--- config.mk ---
export PLATFORM = sky130hd
export DESIGN_NAME = hdf_ctrl
export DESIGN_NICKNAME = d
export VERILOG_FILES = /design/src/hdf_pkg.sv /design/src/hdf_mem.sv /design/src/hdf_abort.sv /design/src/hdf_ctrl.sv
export SDC_FILE = /design/constraint.sdc
export NUM_CORES = 1
export LEC_CHECK = 0
export BUFFER_PORTS_ARGS = -buffer_cell sky130_fd_sc_hd__buf_2
export CORE_MARGIN = 2
export CORE_UTILIZATION = 40
export CTS_CLUSTER_DIAMETER = 80
export DETAILED_ROUTE_END_ITERATION = 8
export SLEW_MARGIN = 25
export SYNTH_ARGS = -nofsm -noshare
export SYNTH_HDL_FRONTEND = slang
export SYNTH_SLANG_ARGS = --single-unit
--- constraint.sdc ---
create_clock -name ref_clk -period 9.7 [get_ports ref_clk]
set_clock_uncertainty 0.05 [all_clocks]
set_input_delay 1.455 -clock ref_clk [delete_from_list [all_inputs] [get_ports ref_clk]]
set_output_delay 1.455 -clock ref_clk [all_outputs]
set_load 0.01 [all_outputs]
--- src/hdf_pkg.sv ---
//****************************************************************************
// Purpose : Shared constants for the D-channel HDLC FIFO and event block.
// Assumes : Byte wide register port, 32 byte receive and transmit FIFOs.
// Notes   : Offsets, field positions and reset values live here only.
//****************************************************************************
package hdf_pkg;

  // ****************************************************************
  // Sizes
  // ****************************************************************
  localparam int unsigned FIFO_DEPTH = 32;
  localparam int unsigned IDX_W      = 5;   // Index into one FIFO.
  localparam int unsigned PTR_W      = 6;   // Index plus wrap bit.

  // ****************************************************************
  // Register offsets
  // ****************************************************************
  localparam logic [7:0] ADR_FIFO_LAST = 8'h1f;  // Window is 8'h00 to this.
  localparam logic [7:0] ADR_EVENT     = 8'h20;  // Read status, write mask.
  localparam logic [7:0] ADR_COMMAND   = 8'h21;
  localparam logic [7:0] ADR_MASK_RD   = 8'h22;
  localparam logic [7:0] ADR_EXT_ONE   = 8'h23;
  localparam logic [7:0] ADR_RBC_LOW   = 8'h25;
  localparam logic [7:0] ADR_RBC_HIGH  = 8'h26;
  localparam logic [7:0] ADR_RX_STAT   = 8'h27;

  // ****************************************************************
  // Field positions
  // ****************************************************************
  localparam int unsigned EV_RME = 7;
  localparam int unsigned EV_RPF = 6;
  localparam int unsigned EV_RFO = 5;
  localparam int unsigned EV_XPR = 4;
  localparam int unsigned EV_XMR = 3;
  localparam int unsigned EV_XDU = 2;
  localparam int unsigned CMD_RMC  = 7;
  localparam int unsigned CMD_XTF  = 3;
  localparam int unsigned CMD_XME  = 1;
  localparam int unsigned CMD_TX_RESET_CMD = 0;
  localparam int unsigned EXT_TX_BLOCK_SIZE   = 7;   // 0: 32 byte, 1: 16 byte.
  localparam int unsigned EXT_RX_BLOCK_SIZE_H = 6;   // Two bit receive block size.
  localparam int unsigned EXT_RX_BLOCK_SIZE_L = 5;

  // ****************************************************************
  // Reset values and counts
  // ****************************************************************
  localparam logic [7:0] EVENT_RST   = 8'h10;
  localparam logic [7:0] MASK_RST    = 8'hff;
  localparam logic [7:0] EXT_ONE_RST = 8'h00;
  localparam logic [7:0] EVENT_BITS  = 8'hfc;  // Bits 1 and 0 read zero.
  localparam logic [2:0] ABORT_ONES  = 3'h7;

  // Receive block size in bytes from the two bit setting.
  function automatic logic [PTR_W-1:0] hdf_rx_block(input logic [1:0] sel);
    case (sel)
      2'h0:    hdf_rx_block = 6'h20;
      2'h1:    hdf_rx_block = 6'h10;
      2'h2:    hdf_rx_block = 6'h08;
      default: hdf_rx_block = 6'h04;
    endcase
  endfunction : hdf_rx_block

  // Transmit block size in bytes from the one bit setting.
  function automatic logic [PTR_W-1:0] hdf_tx_block(input logic sel);
    hdf_tx_block = sel ? 6'h10 : 6'h20;
  endfunction : hdf_tx_block

endpackage : hdf_pkg

--- src/hdf_mem.sv ---
//****************************************************************************
// Purpose : 32 by 8 FIFO storage with one write and one read port.
// Assumes : Single clock; read data registered.
// Notes   : Read data change only on a read enable.
//****************************************************************************
`timescale 1ns/10ps
module hdf_mem
  import hdf_pkg::*;
(
  input  wire logic             ref_clk,
  input  wire logic             wr_en,
  input  wire logic [IDX_W-1:0] wr_addr,
  input  wire logic [7:0]       wr_data,
  input  wire logic             rd_en,
  input  wire logic [IDX_W-1:0] rd_addr,
  output logic      [7:0]       rd_data
);

  logic [7:0] store [FIFO_DEPTH];

  // Storage has no reset; the pointers decide what is valid.
  always_ff @(posedge ref_clk)
  begin
    if (wr_en)
    begin
      store[wr_addr] <= wr_data;
    end
    if (rd_en)
    begin
      rd_data <= store[rd_addr];
    end
  end

endmodule : hdf_mem

--- src/hdf_abort.sv ---
//****************************************************************************
// Purpose : Sends the abort sequence of seven ones onto the line.
// Assumes : One line bit per clock while active.
// Notes   : A new start during a sequence restarts the count.
//****************************************************************************
`timescale 1ns/10ps
module hdf_abort
  import hdf_pkg::*;
(
  input  wire logic ref_clk,
  input  wire logic reset,
  input  wire logic start,
  output logic      abort_active,
  output logic      abort_bit
);

  logic [2:0] left;

  // Count down the ones still to send.
  always_ff @(posedge ref_clk)
  begin
    if (reset)
    begin
      left <= 3'h0;
    end
    else if (start)
    begin
      left <= ABORT_ONES;
    end
    else if (left != 3'h0)
    begin
      left <= left - 3'h1;
    end
  end

  assign abort_active = (left != 3'h0);
  assign abort_bit    = abort_active;

endmodule : hdf_abort

--- src/hdf_ctrl.sv ---
//****************************************************************************
// Purpose : Host FIFO windows and event flags of a D-channel HDLC controller.
// Assumes : Line engine runs on ref_clk; host uses the plain register port.
// Notes   : Read data appear in the cycle after the read strobe only.
//****************************************************************************
`timescale 1ns/10ps
module hdf_ctrl
  import hdf_pkg::*;
(
  input  wire logic        ref_clk,
  input  wire logic        reset,
  input  wire logic [7:0]  reg_addr,
  input  wire logic [7:0]  reg_wdata,
  input  wire logic        reg_wr,
  input  wire logic        reg_rd,
  output logic      [7:0]  reg_rdata,
  output logic             dchan_irq,
  input  wire logic        line_rx_valid,
  input  wire logic [7:0]  line_rx_data,
  input  wire logic        line_rx_end,
  input  wire logic [7:0]  line_rx_status,
  input  wire logic        line_tx_take,
  output logic      [7:0]  line_tx_data,
  output logic             line_tx_valid,
  output logic             line_tx_last,
  input  wire logic        line_tx_done,
  input  wire logic        line_collision,
  output logic             line_abort_active,
  output logic             line_abort_bit
);

  // ****************************************************************
  // Register port decode
  // ****************************************************************
  logic [7:0]       event_status;
  logic [7:0]       dchan_event_mask;
  logic [7:0]       ext_mode_one;
  logic [11:0]      rx_byte_count;
  logic [7:0]       rx_frame_status;
  logic             fifo_read_q;
  logic [7:0]       reg_q;
  logic [7:0]       rx_mem_q;
  logic             tx_lock_mr;
  logic             tx_lock_du;

  // Decoding as named wires; unmapped addresses read zero, writes drop.
  wire in_window  = (reg_addr <= ADR_FIFO_LAST);
  wire host_rx_rd = reg_rd & in_window;
  wire ev_rd      = reg_rd & (reg_addr == ADR_EVENT);
  wire mask_wr    = reg_wr & (reg_addr == ADR_EVENT);
  wire cmd_wr     = reg_wr & (reg_addr == ADR_COMMAND);
  wire ext_wr     = reg_wr & (reg_addr == ADR_EXT_ONE);
  wire tx_locked  = tx_lock_mr | tx_lock_du;
  wire cmd_rmc    = cmd_wr & reg_wdata[CMD_RMC];
  wire cmd_tx_reset_cmd   = cmd_wr & reg_wdata[CMD_TX_RESET_CMD];
  wire cmd_xtf    = cmd_wr & reg_wdata[CMD_XTF] & ~cmd_tx_reset_cmd & ~tx_locked;
  wire cmd_xme    = cmd_wr & reg_wdata[CMD_XME] & ~cmd_tx_reset_cmd & ~tx_locked;
  wire [7:0] visible = event_status & ~dchan_event_mask & EVENT_BITS;

  // Register read selection.
  logic [7:0] read_mux;
  always_comb
  begin
    if (reg_addr == ADR_EVENT)
      read_mux = visible;
    else if (reg_addr == ADR_MASK_RD)
      read_mux = dchan_event_mask;
    else if (reg_addr == ADR_EXT_ONE)
      read_mux = ext_mode_one;
    else if (reg_addr == ADR_RBC_LOW)
      read_mux = rx_byte_count[7:0];
    else if (reg_addr == ADR_RBC_HIGH)
      read_mux = {4'h0, rx_byte_count[11:8]};
    else if (reg_addr == ADR_RX_STAT)
      read_mux = rx_frame_status;
    else
      read_mux = 8'h00;
  end

  // Read data stand one cycle; FIFO data come from the memory register.
  always_ff @(posedge ref_clk)
  begin
    if (reset)
    begin
      fifo_read_q <= 1'b0;
      reg_q       <= 8'h00;
    end
    else
    begin
      fifo_read_q <= host_rx_rd;
      reg_q       <= reg_rd ? read_mux : 8'h00;
    end
  end

  assign reg_rdata = fifo_read_q ? rx_mem_q : reg_q;

  // Mask and mode registers written by software.
  always_ff @(posedge ref_clk)
  begin
    if (reset)
    begin
      dchan_event_mask <= MASK_RST;
      ext_mode_one     <= EXT_ONE_RST;
    end
    else
    begin
      if (mask_wr)
        dchan_event_mask <= reg_wdata;
      if (ext_wr)
        ext_mode_one <= reg_wdata;
    end
  end

  // ****************************************************************
  // Receive side
  // ****************************************************************
  logic [PTR_W-1:0] rx_wp;
  logic [PTR_W-1:0] rx_rp;
  logic [PTR_W-1:0] rx_base;
  logic [PTR_W-1:0] rx_fstart;
  logic [PTR_W-1:0] rx_blk;
  logic [11:0]      rx_len;
  logic             rx_drop;

  wire [PTR_W-1:0] rx_size  = hdf_rx_block(ext_mode_one[EXT_RX_BLOCK_SIZE_H:EXT_RX_BLOCK_SIZE_L]);
  wire [PTR_W-1:0] rx_used  = rx_wp - rx_base;
  wire             rx_full  = rx_used[PTR_W-1];
  wire             rx_store = line_rx_valid & ~rx_drop & ~rx_full;
  wire             rx_ovf   = line_rx_valid & ~rx_drop & rx_full;
  wire             rx_bhit  = (rx_blk + 6'h01) == rx_size;
  wire             rx_pf    = rx_store & ~line_rx_end & rx_bhit;
  wire             rx_me    = rx_store & line_rx_end;
  wire [PTR_W-1:0] rx_wp_nx = rx_wp + 6'h01;

  // Pointers: once one byte finds no room, its unannounced bytes are thrown away and the rest of the message dropped.
  always_ff @(posedge ref_clk)
  begin
    if (reset)
    begin
      rx_wp     <= '0;
      rx_rp     <= '0;
      rx_base   <= '0;
      rx_fstart <= '0;
      rx_blk    <= '0;
      rx_len    <= 12'h000;
      rx_drop   <= 1'b0;
    end
    else
    begin
      if (host_rx_rd)
        rx_rp <= rx_rp + 6'h01;
      if (cmd_rmc)
        rx_base <= rx_rp;          // Space the host has read is released.
      if (rx_ovf)
      begin
        rx_wp   <= rx_fstart;
        rx_blk  <= '0;
        rx_len  <= 12'h000;
        rx_drop <= ~line_rx_end;
      end
      else if (line_rx_valid & rx_drop & line_rx_end)
        rx_drop <= 1'b0;
      else if (rx_store)
      begin
        rx_wp  <= rx_wp_nx;
        rx_blk <= (rx_bhit | line_rx_end) ? '0 : rx_blk + 6'h01;
        rx_len <= line_rx_end ? 12'h000 : rx_len + 12'h001;
        if (rx_pf | rx_me)
          rx_fstart <= rx_wp_nx;   // Announced blocks cannot be taken back.
      end
    end
  end

  // Frame length and status are captured at frame end.
  always_ff @(posedge ref_clk)
  begin
    if (reset)
    begin
      rx_byte_count   <= 12'h000;
      rx_frame_status <= 8'h00;
    end
    else if (rx_me)
    begin
      rx_byte_count   <= rx_len + 12'h001;
      rx_frame_status <= line_rx_status;
    end
  end

  hdf_mem u_rx_mem (
    .ref_clk (ref_clk),
    .wr_en   (rx_store),
    .wr_addr (rx_wp[IDX_W-1:0]),
    .wr_data (line_rx_data),
    .rd_en   (host_rx_rd),
    .rd_addr (rx_rp[IDX_W-1:0]),
    .rd_data (rx_mem_q)
  );

  // ****************************************************************
  // Transmit side
  // ****************************************************************
  logic [PTR_W-1:0] tx_wp;
  logic [PTR_W-1:0] tx_rp;
  logic [PTR_W-1:0] tx_fstart;
  logic [PTR_W-1:0] tx_sent;
  logic             tx_active;
  logic             tx_end_given;
  logic             tx_wait_xpr;
  logic             tx_wait_done;

  wire [PTR_W-1:0] tx_size   = hdf_tx_block(ext_mode_one[EXT_TX_BLOCK_SIZE]);
  wire [PTR_W-1:0] tx_used   = tx_wp - tx_rp;
  wire [PTR_W-1:0] tx_free   = 6'h20 - tx_used;
  wire             host_tx_wr = reg_wr & in_window & ~tx_locked & ~tx_used[PTR_W-1];
  wire             tx_give   = line_tx_take & tx_active & (tx_used != 6'h00);
  wire             tx_under  = line_tx_take & tx_active & (tx_used == 6'h00)
                               & ~tx_end_given;
  wire             tx_late   = line_collision & tx_active & (tx_sent >= tx_size);
  wire             tx_early  = line_collision & tx_active & ~tx_late;
  wire             tx_flush  = cmd_tx_reset_cmd | tx_under | tx_late;
  wire             xpr_space = tx_wait_xpr & (tx_free >= tx_size);
  wire             xpr_sent  = tx_wait_done & line_tx_done;
  wire             xpr_set   = xpr_space | xpr_sent | cmd_tx_reset_cmd;
  wire             xmr_seen  = ev_rd & visible[EV_XMR];
  wire             xdu_seen  = ev_rd & visible[EV_XDU];

  // Frame control: commands, line requests and collisions.
  always_ff @(posedge ref_clk)
  begin
    if (reset)
    begin
      tx_wp        <= '0;
      tx_rp        <= '0;
      tx_fstart    <= '0;
      tx_sent      <= '0;
      tx_active    <= 1'b0;
      tx_end_given <= 1'b0;
      tx_wait_xpr  <= 1'b0;
      tx_wait_done <= 1'b0;
    end
    else if (tx_flush)
    begin
      tx_wp        <= '0;
      tx_rp        <= '0;
      tx_fstart    <= '0;
      tx_sent      <= '0;
      tx_active    <= 1'b0;
      tx_end_given <= 1'b0;
      tx_wait_xpr  <= 1'b0;
      tx_wait_done <= 1'b0;
    end
    else
    begin
      if (host_tx_wr)
        tx_wp <= tx_wp + 6'h01;
      if (tx_early)
      begin
        tx_rp   <= tx_fstart;  // Early collision: resend from frame start.
        tx_sent <= '0;
      end
      else if (tx_give)
      begin
        tx_rp   <= tx_rp + 6'h01;
        tx_sent <= (tx_sent == 6'h3f) ? tx_sent : tx_sent + 6'h01;
      end
      if ((cmd_xtf | cmd_xme) & ~tx_active)
      begin
        tx_fstart <= tx_rp;
        tx_sent   <= '0;
      end
      if (cmd_xtf | cmd_xme)
      begin
        tx_active    <= 1'b1;
        tx_end_given <= cmd_xme;
        tx_wait_xpr  <= ~cmd_xme;
        tx_wait_done <= cmd_xme;
      end
      else
      begin
        if (xpr_space)
          tx_wait_xpr <= 1'b0;
        if (line_tx_done)
        begin
          tx_active    <= 1'b0;
          tx_wait_done <= 1'b0;
        end
      end
    end
  end

  // Locks hold the window shut until the host has read the bit.
  always_ff @(posedge ref_clk)
  begin
    if (reset)
    begin
      tx_lock_mr <= 1'b0;
      tx_lock_du <= 1'b0;
    end
    else
    begin
      tx_lock_mr <= tx_late | (tx_lock_mr & ~xmr_seen);
      tx_lock_du <= tx_under | (tx_lock_du & ~xdu_seen);
    end
  end

  // Line answer: data valid one cycle after the take.
  logic [7:0] tx_mem_q;
  always_ff @(posedge ref_clk)
  begin
    if (reset)
    begin
      line_tx_valid <= 1'b0;
      line_tx_last  <= 1'b0;
    end
    else
    begin
      line_tx_valid <= tx_give;
      line_tx_last  <= tx_give & tx_end_given & (tx_used == 6'h01);
    end
  end

  assign line_tx_data = tx_mem_q;

  hdf_mem u_tx_mem (
    .ref_clk (ref_clk),
    .wr_en   (host_tx_wr),
    .wr_addr (tx_wp[IDX_W-1:0]),
    .wr_data (reg_wdata),
    .rd_en   (tx_give),
    .rd_addr (tx_rp[IDX_W-1:0]),
    .rd_data (tx_mem_q)
  );

  // Abort sequence on underrun or on a reset of a running frame.
  hdf_abort u_abort (
    .ref_clk      (ref_clk),
    .reset        (reset),
    .start        (tx_under | (cmd_tx_reset_cmd & tx_active)),
    .abort_active (line_abort_active),
    .abort_bit    (line_abort_bit)
  );

  // ****************************************************************
  // Event status
  // ****************************************************************
  logic [7:0] ev_set;
  always_comb
  begin
    ev_set         = 8'h00;
    ev_set[EV_RME] = rx_me;
    ev_set[EV_RPF] = rx_pf;
    ev_set[EV_RFO] = rx_ovf;
    ev_set[EV_XPR] = xpr_set;
    ev_set[EV_XMR] = tx_late;
    ev_set[EV_XDU] = tx_under;
  end

  // A set in the same cycle as a clearing read wins.
  wire [7:0] ev_clr       = ev_rd ? visible : 8'h00;
  wire [7:0] next_status  = ((event_status & ~ev_clr) | ev_set) & EVENT_BITS;

  always_ff @(posedge ref_clk)
  begin
    if (reset)
      event_status <= EVENT_RST;
    else
      event_status <= next_status;
  end

  assign dchan_irq = |visible;

endmodule : hdf_ctrl

==> flow_metrics.tcl <==
set metrics [dict create \
    status "complete, no violations" \
    post-cts-setup-buffer-count 0 \
    cp_max_fo 69 \
    slowest_stage "nor2_1" \
    vias 14950 \
    peakVddDrop_mv 0.149 \
    cts_tree "yes" \
    io_buffer_count 61 \
    route.detailed.drc 0 \
    antenna_found_initial 1 \
    yosysTopAreaCell "edfxtp_1" \
    final_common_cell "edfxtp_1" \
    clock_latency_ns 0.61 \
    crit_family "simple AND/OR/NAND/NOR gates" \
    grt.overflow.total 0 \
    r2r_cells 9 \
    cp.arrival_ns 4.70 \
    wl_mm 62.5 \
    worstHoldStart "ext_mode_one[1]" \
    ios 62 \
    ant_nets 0 \
    clock_sinks 657 \
    fin_nets 1785 \
    final_util 0.453 \
    cts-root-buf "clkbuf_16" \
    hold_viol_final 0 \
    synth_seq_cells 657 \
    syn_nets 1738 \
    postCtsHoldBufs 0 \
    ys_types 74 \
    rrSetupSlack_ns 5.17 \
    wl_met3_mm 3.78 \
    p_leak_uw 0.00969 \
    rows 95 \
    grt_max_degree 80 \
    synth.yosys.warnings 0 \
    syn_inst 1667 \
    end_kind "flop" \
    syn_avg_cell_area_sq_um 16.3 \
    via_per_inst 5.67 \
    slew_violations 0 \
    regToRegStartpoint "tx_rp[1]" \
    wl_met2_mm 29.1 \
    cap_violations 0 \
    hold_end "ext_mode_one[1]" \
    met1_length_mm 27.9 \
    fp.dieH_um 265 \
    yosys-top-cells-area "edfxtp_1 58%, mux4_2 13%, dfxtp_1 9.5%" \
    critPathBufInv 2 \
    numCtsBuffers 67 \
    rsz0062_at_grt "no" \
    grt_use_total 0.178 \
    grt_pass1_vias 14885 \
    period_share 0.467 \
    power.density_nw_per_um2 191 \
    syn_to_final_growth_pct 12.1 \
    top_layer "met4" \
    grt_pass1_wl_mm 94.2 \
    die-area_sq_um 70000 \
    worstHoldPathType "reg2reg" \
    place_hpwl_mm 38.1 \
    setup_tns_ns 0 \
    start_kind "flop" \
    ys_seq_area_frac 0.679 \
    cts_buffer_depth 3 \
    h-tree-depth 3 \
    maxSlewHeadroom 0.351 \
    syn_area_sq_um 27100 \
    cts-resized-gates 0 \
    path_class "reg2reg" \
    synth_ff_type "edfxtp_1" \
    antennaDiodeCount 0 \
    globalplace.congestion 0.846 \
    worstPathRequired_ns 9.87 \
    die_x_um 265 \
    ys_async_sr_fraction 0 \
    core_area_sq_um 67200 \
    min_period_ns 4.53 \
    whs_ns 0.411 \
    drive_gt1_frac 0.220 \
    max_stage_delay_ns 0.69 \
    wire_per_inst_um 23.7 \
    final_cell_mix "528 x edfxtp_1, 160 x mux4_2, 125 x dfxtp_1" \
    start_util 0.404 \
    setup_viol 0 \
    path_clk_slew_ns 0.06 \
    r2r-end "u_tx_mem.store[9][1]" \
    whs_path_depth 2 \
    synth_edf_count 528 \
    synth_top_area_frac 0.584 \
    drt_iter0_drc 1284 \
    path_cells "buf_4, inv_1, ha_1, nor2b_1, o2111ai_1, and3_1, nor3_1, nand2_1, nor2_1" \
    dr.pass1.iters 5 \
    fmax_ghz 0.221 \
    worst_pin_slew_ns 0.970 \
]
## through the flow
| stage | std cells | setup slack (ns) | cell area (sq um) | total power [uW] |
|---|---|---|---|---|
| after floorplan | 1667 | 5.91 | 27100 | 3270 |
| after global placement | 2517 | 5.31 | 28300 | 3360 |
| after detailed placement | 2517 | 5.20 | 28300 | 3370 |
| after CTS | 2635 | 5.18 | 30400 | 5860 |
| after global routing | 2636 | 4.84 | 30400 | 5990 |
| final | 2636 | 5.17 | 30400 | 5810 |
## cell type report
cell class                 count  area (sq um)
fill                        5699         36700
sequential                   657         18400
multi-input combinational    881          8210
clock buffer                  78          1770
tap                          873          1090
timing repair buffer          79           464
clock inverter                40           344
inverter                      28           108
## synth_stat cells (17+ instances only)
cell type / count
a211oi_1: 22
a21oi_1: 70
and3_1: 54
buf_2: 17
clkbuf_1: 75
dfxtp_1: 129
edfxtp_1: 528
ha_1: 29
inv_1: 25
mux2_2: 22
mux2i_1: 20
mux4_2: 160
nand2_1: 88
nand3_1: 45
nor2_1: 111
o21ai_0: 39
xnor2_1: 17
xor2_1: 17
## power breakdown
group | internal, uW | leakage (uW) | switching, uW | total [uW]
sequential | 3060 | 0.00580 | 16.0 | 3080
clock | 1420 | 0.00102 | 1080 | 2500
combinational | 73.2 | 0.00288 | 152 | 225
total | 4560 | 0.00969 | 1250 | 5810
## routing by layer
metal / vias up / GRT usage
li1: 6679 / -
met1: 7688 / 0.250
met2: 474 / 0.279
met3: 109 / 0.0381
met4: 0 / 0.0580
met5: - / 0
## worst max-delay path by stage
| stage | startpoint | slack (ns) | depth (start not counted) | to |
|---|---|---|---|---|
| after floorplan | tx_rp[1] | 5.91 | 12 | u_tx_mem.store[14][0] |
| after global placement | tx_rp[1] | 5.31 | 9 | u_tx_mem.store[18][0] |
| after detailed placement | tx_rp[1] | 5.20 | 9 | u_tx_mem.store[9][0] |
| after CTS | tx_rp[1] | 5.18 | 9 | u_tx_mem.store[9][0] |
| after global routing | tx_rp[1] | 4.84 | 9 | u_tx_mem.store[24][1] |
| final | tx_rp[1] | 5.17 | 9 | u_tx_mem.store[9][1] |
## kinds of logic after synthesis
group / after synthesis / synth area share
flip-flops: 657 / 0.679
AND/OR/NAND/NOR: 398 / 0.0734
AO/OA/AOI/OAI: 215 / 0.0527
multiplexers: 203 / 0.150
buffers and inverters: 129 / 0.0193
XOR/XNOR: 35 / 0.0116
adder cells (fa/ha/maj): 30 / 0.0141
## registers in the layout, summed over array words and instances (netlist names), 8 cells and up
signal	cells
u_tx_mem.store	256
u_rx_mem.rd_data	8
rx_byte_count	12
rx_len	12
reg_q	8
ext_mode_one	8
dchan_event_mask	8
rx_frame_status	8
u_rx_mem.store	256
u_tx_mem.rd_data	8
## worst min-delay path: stages (launching register included)
cell	delay, ns
dfxtp_1	0.31
nand2_1	0.05
a21oi_1	0.05
(Power assumes the default switching activity.)
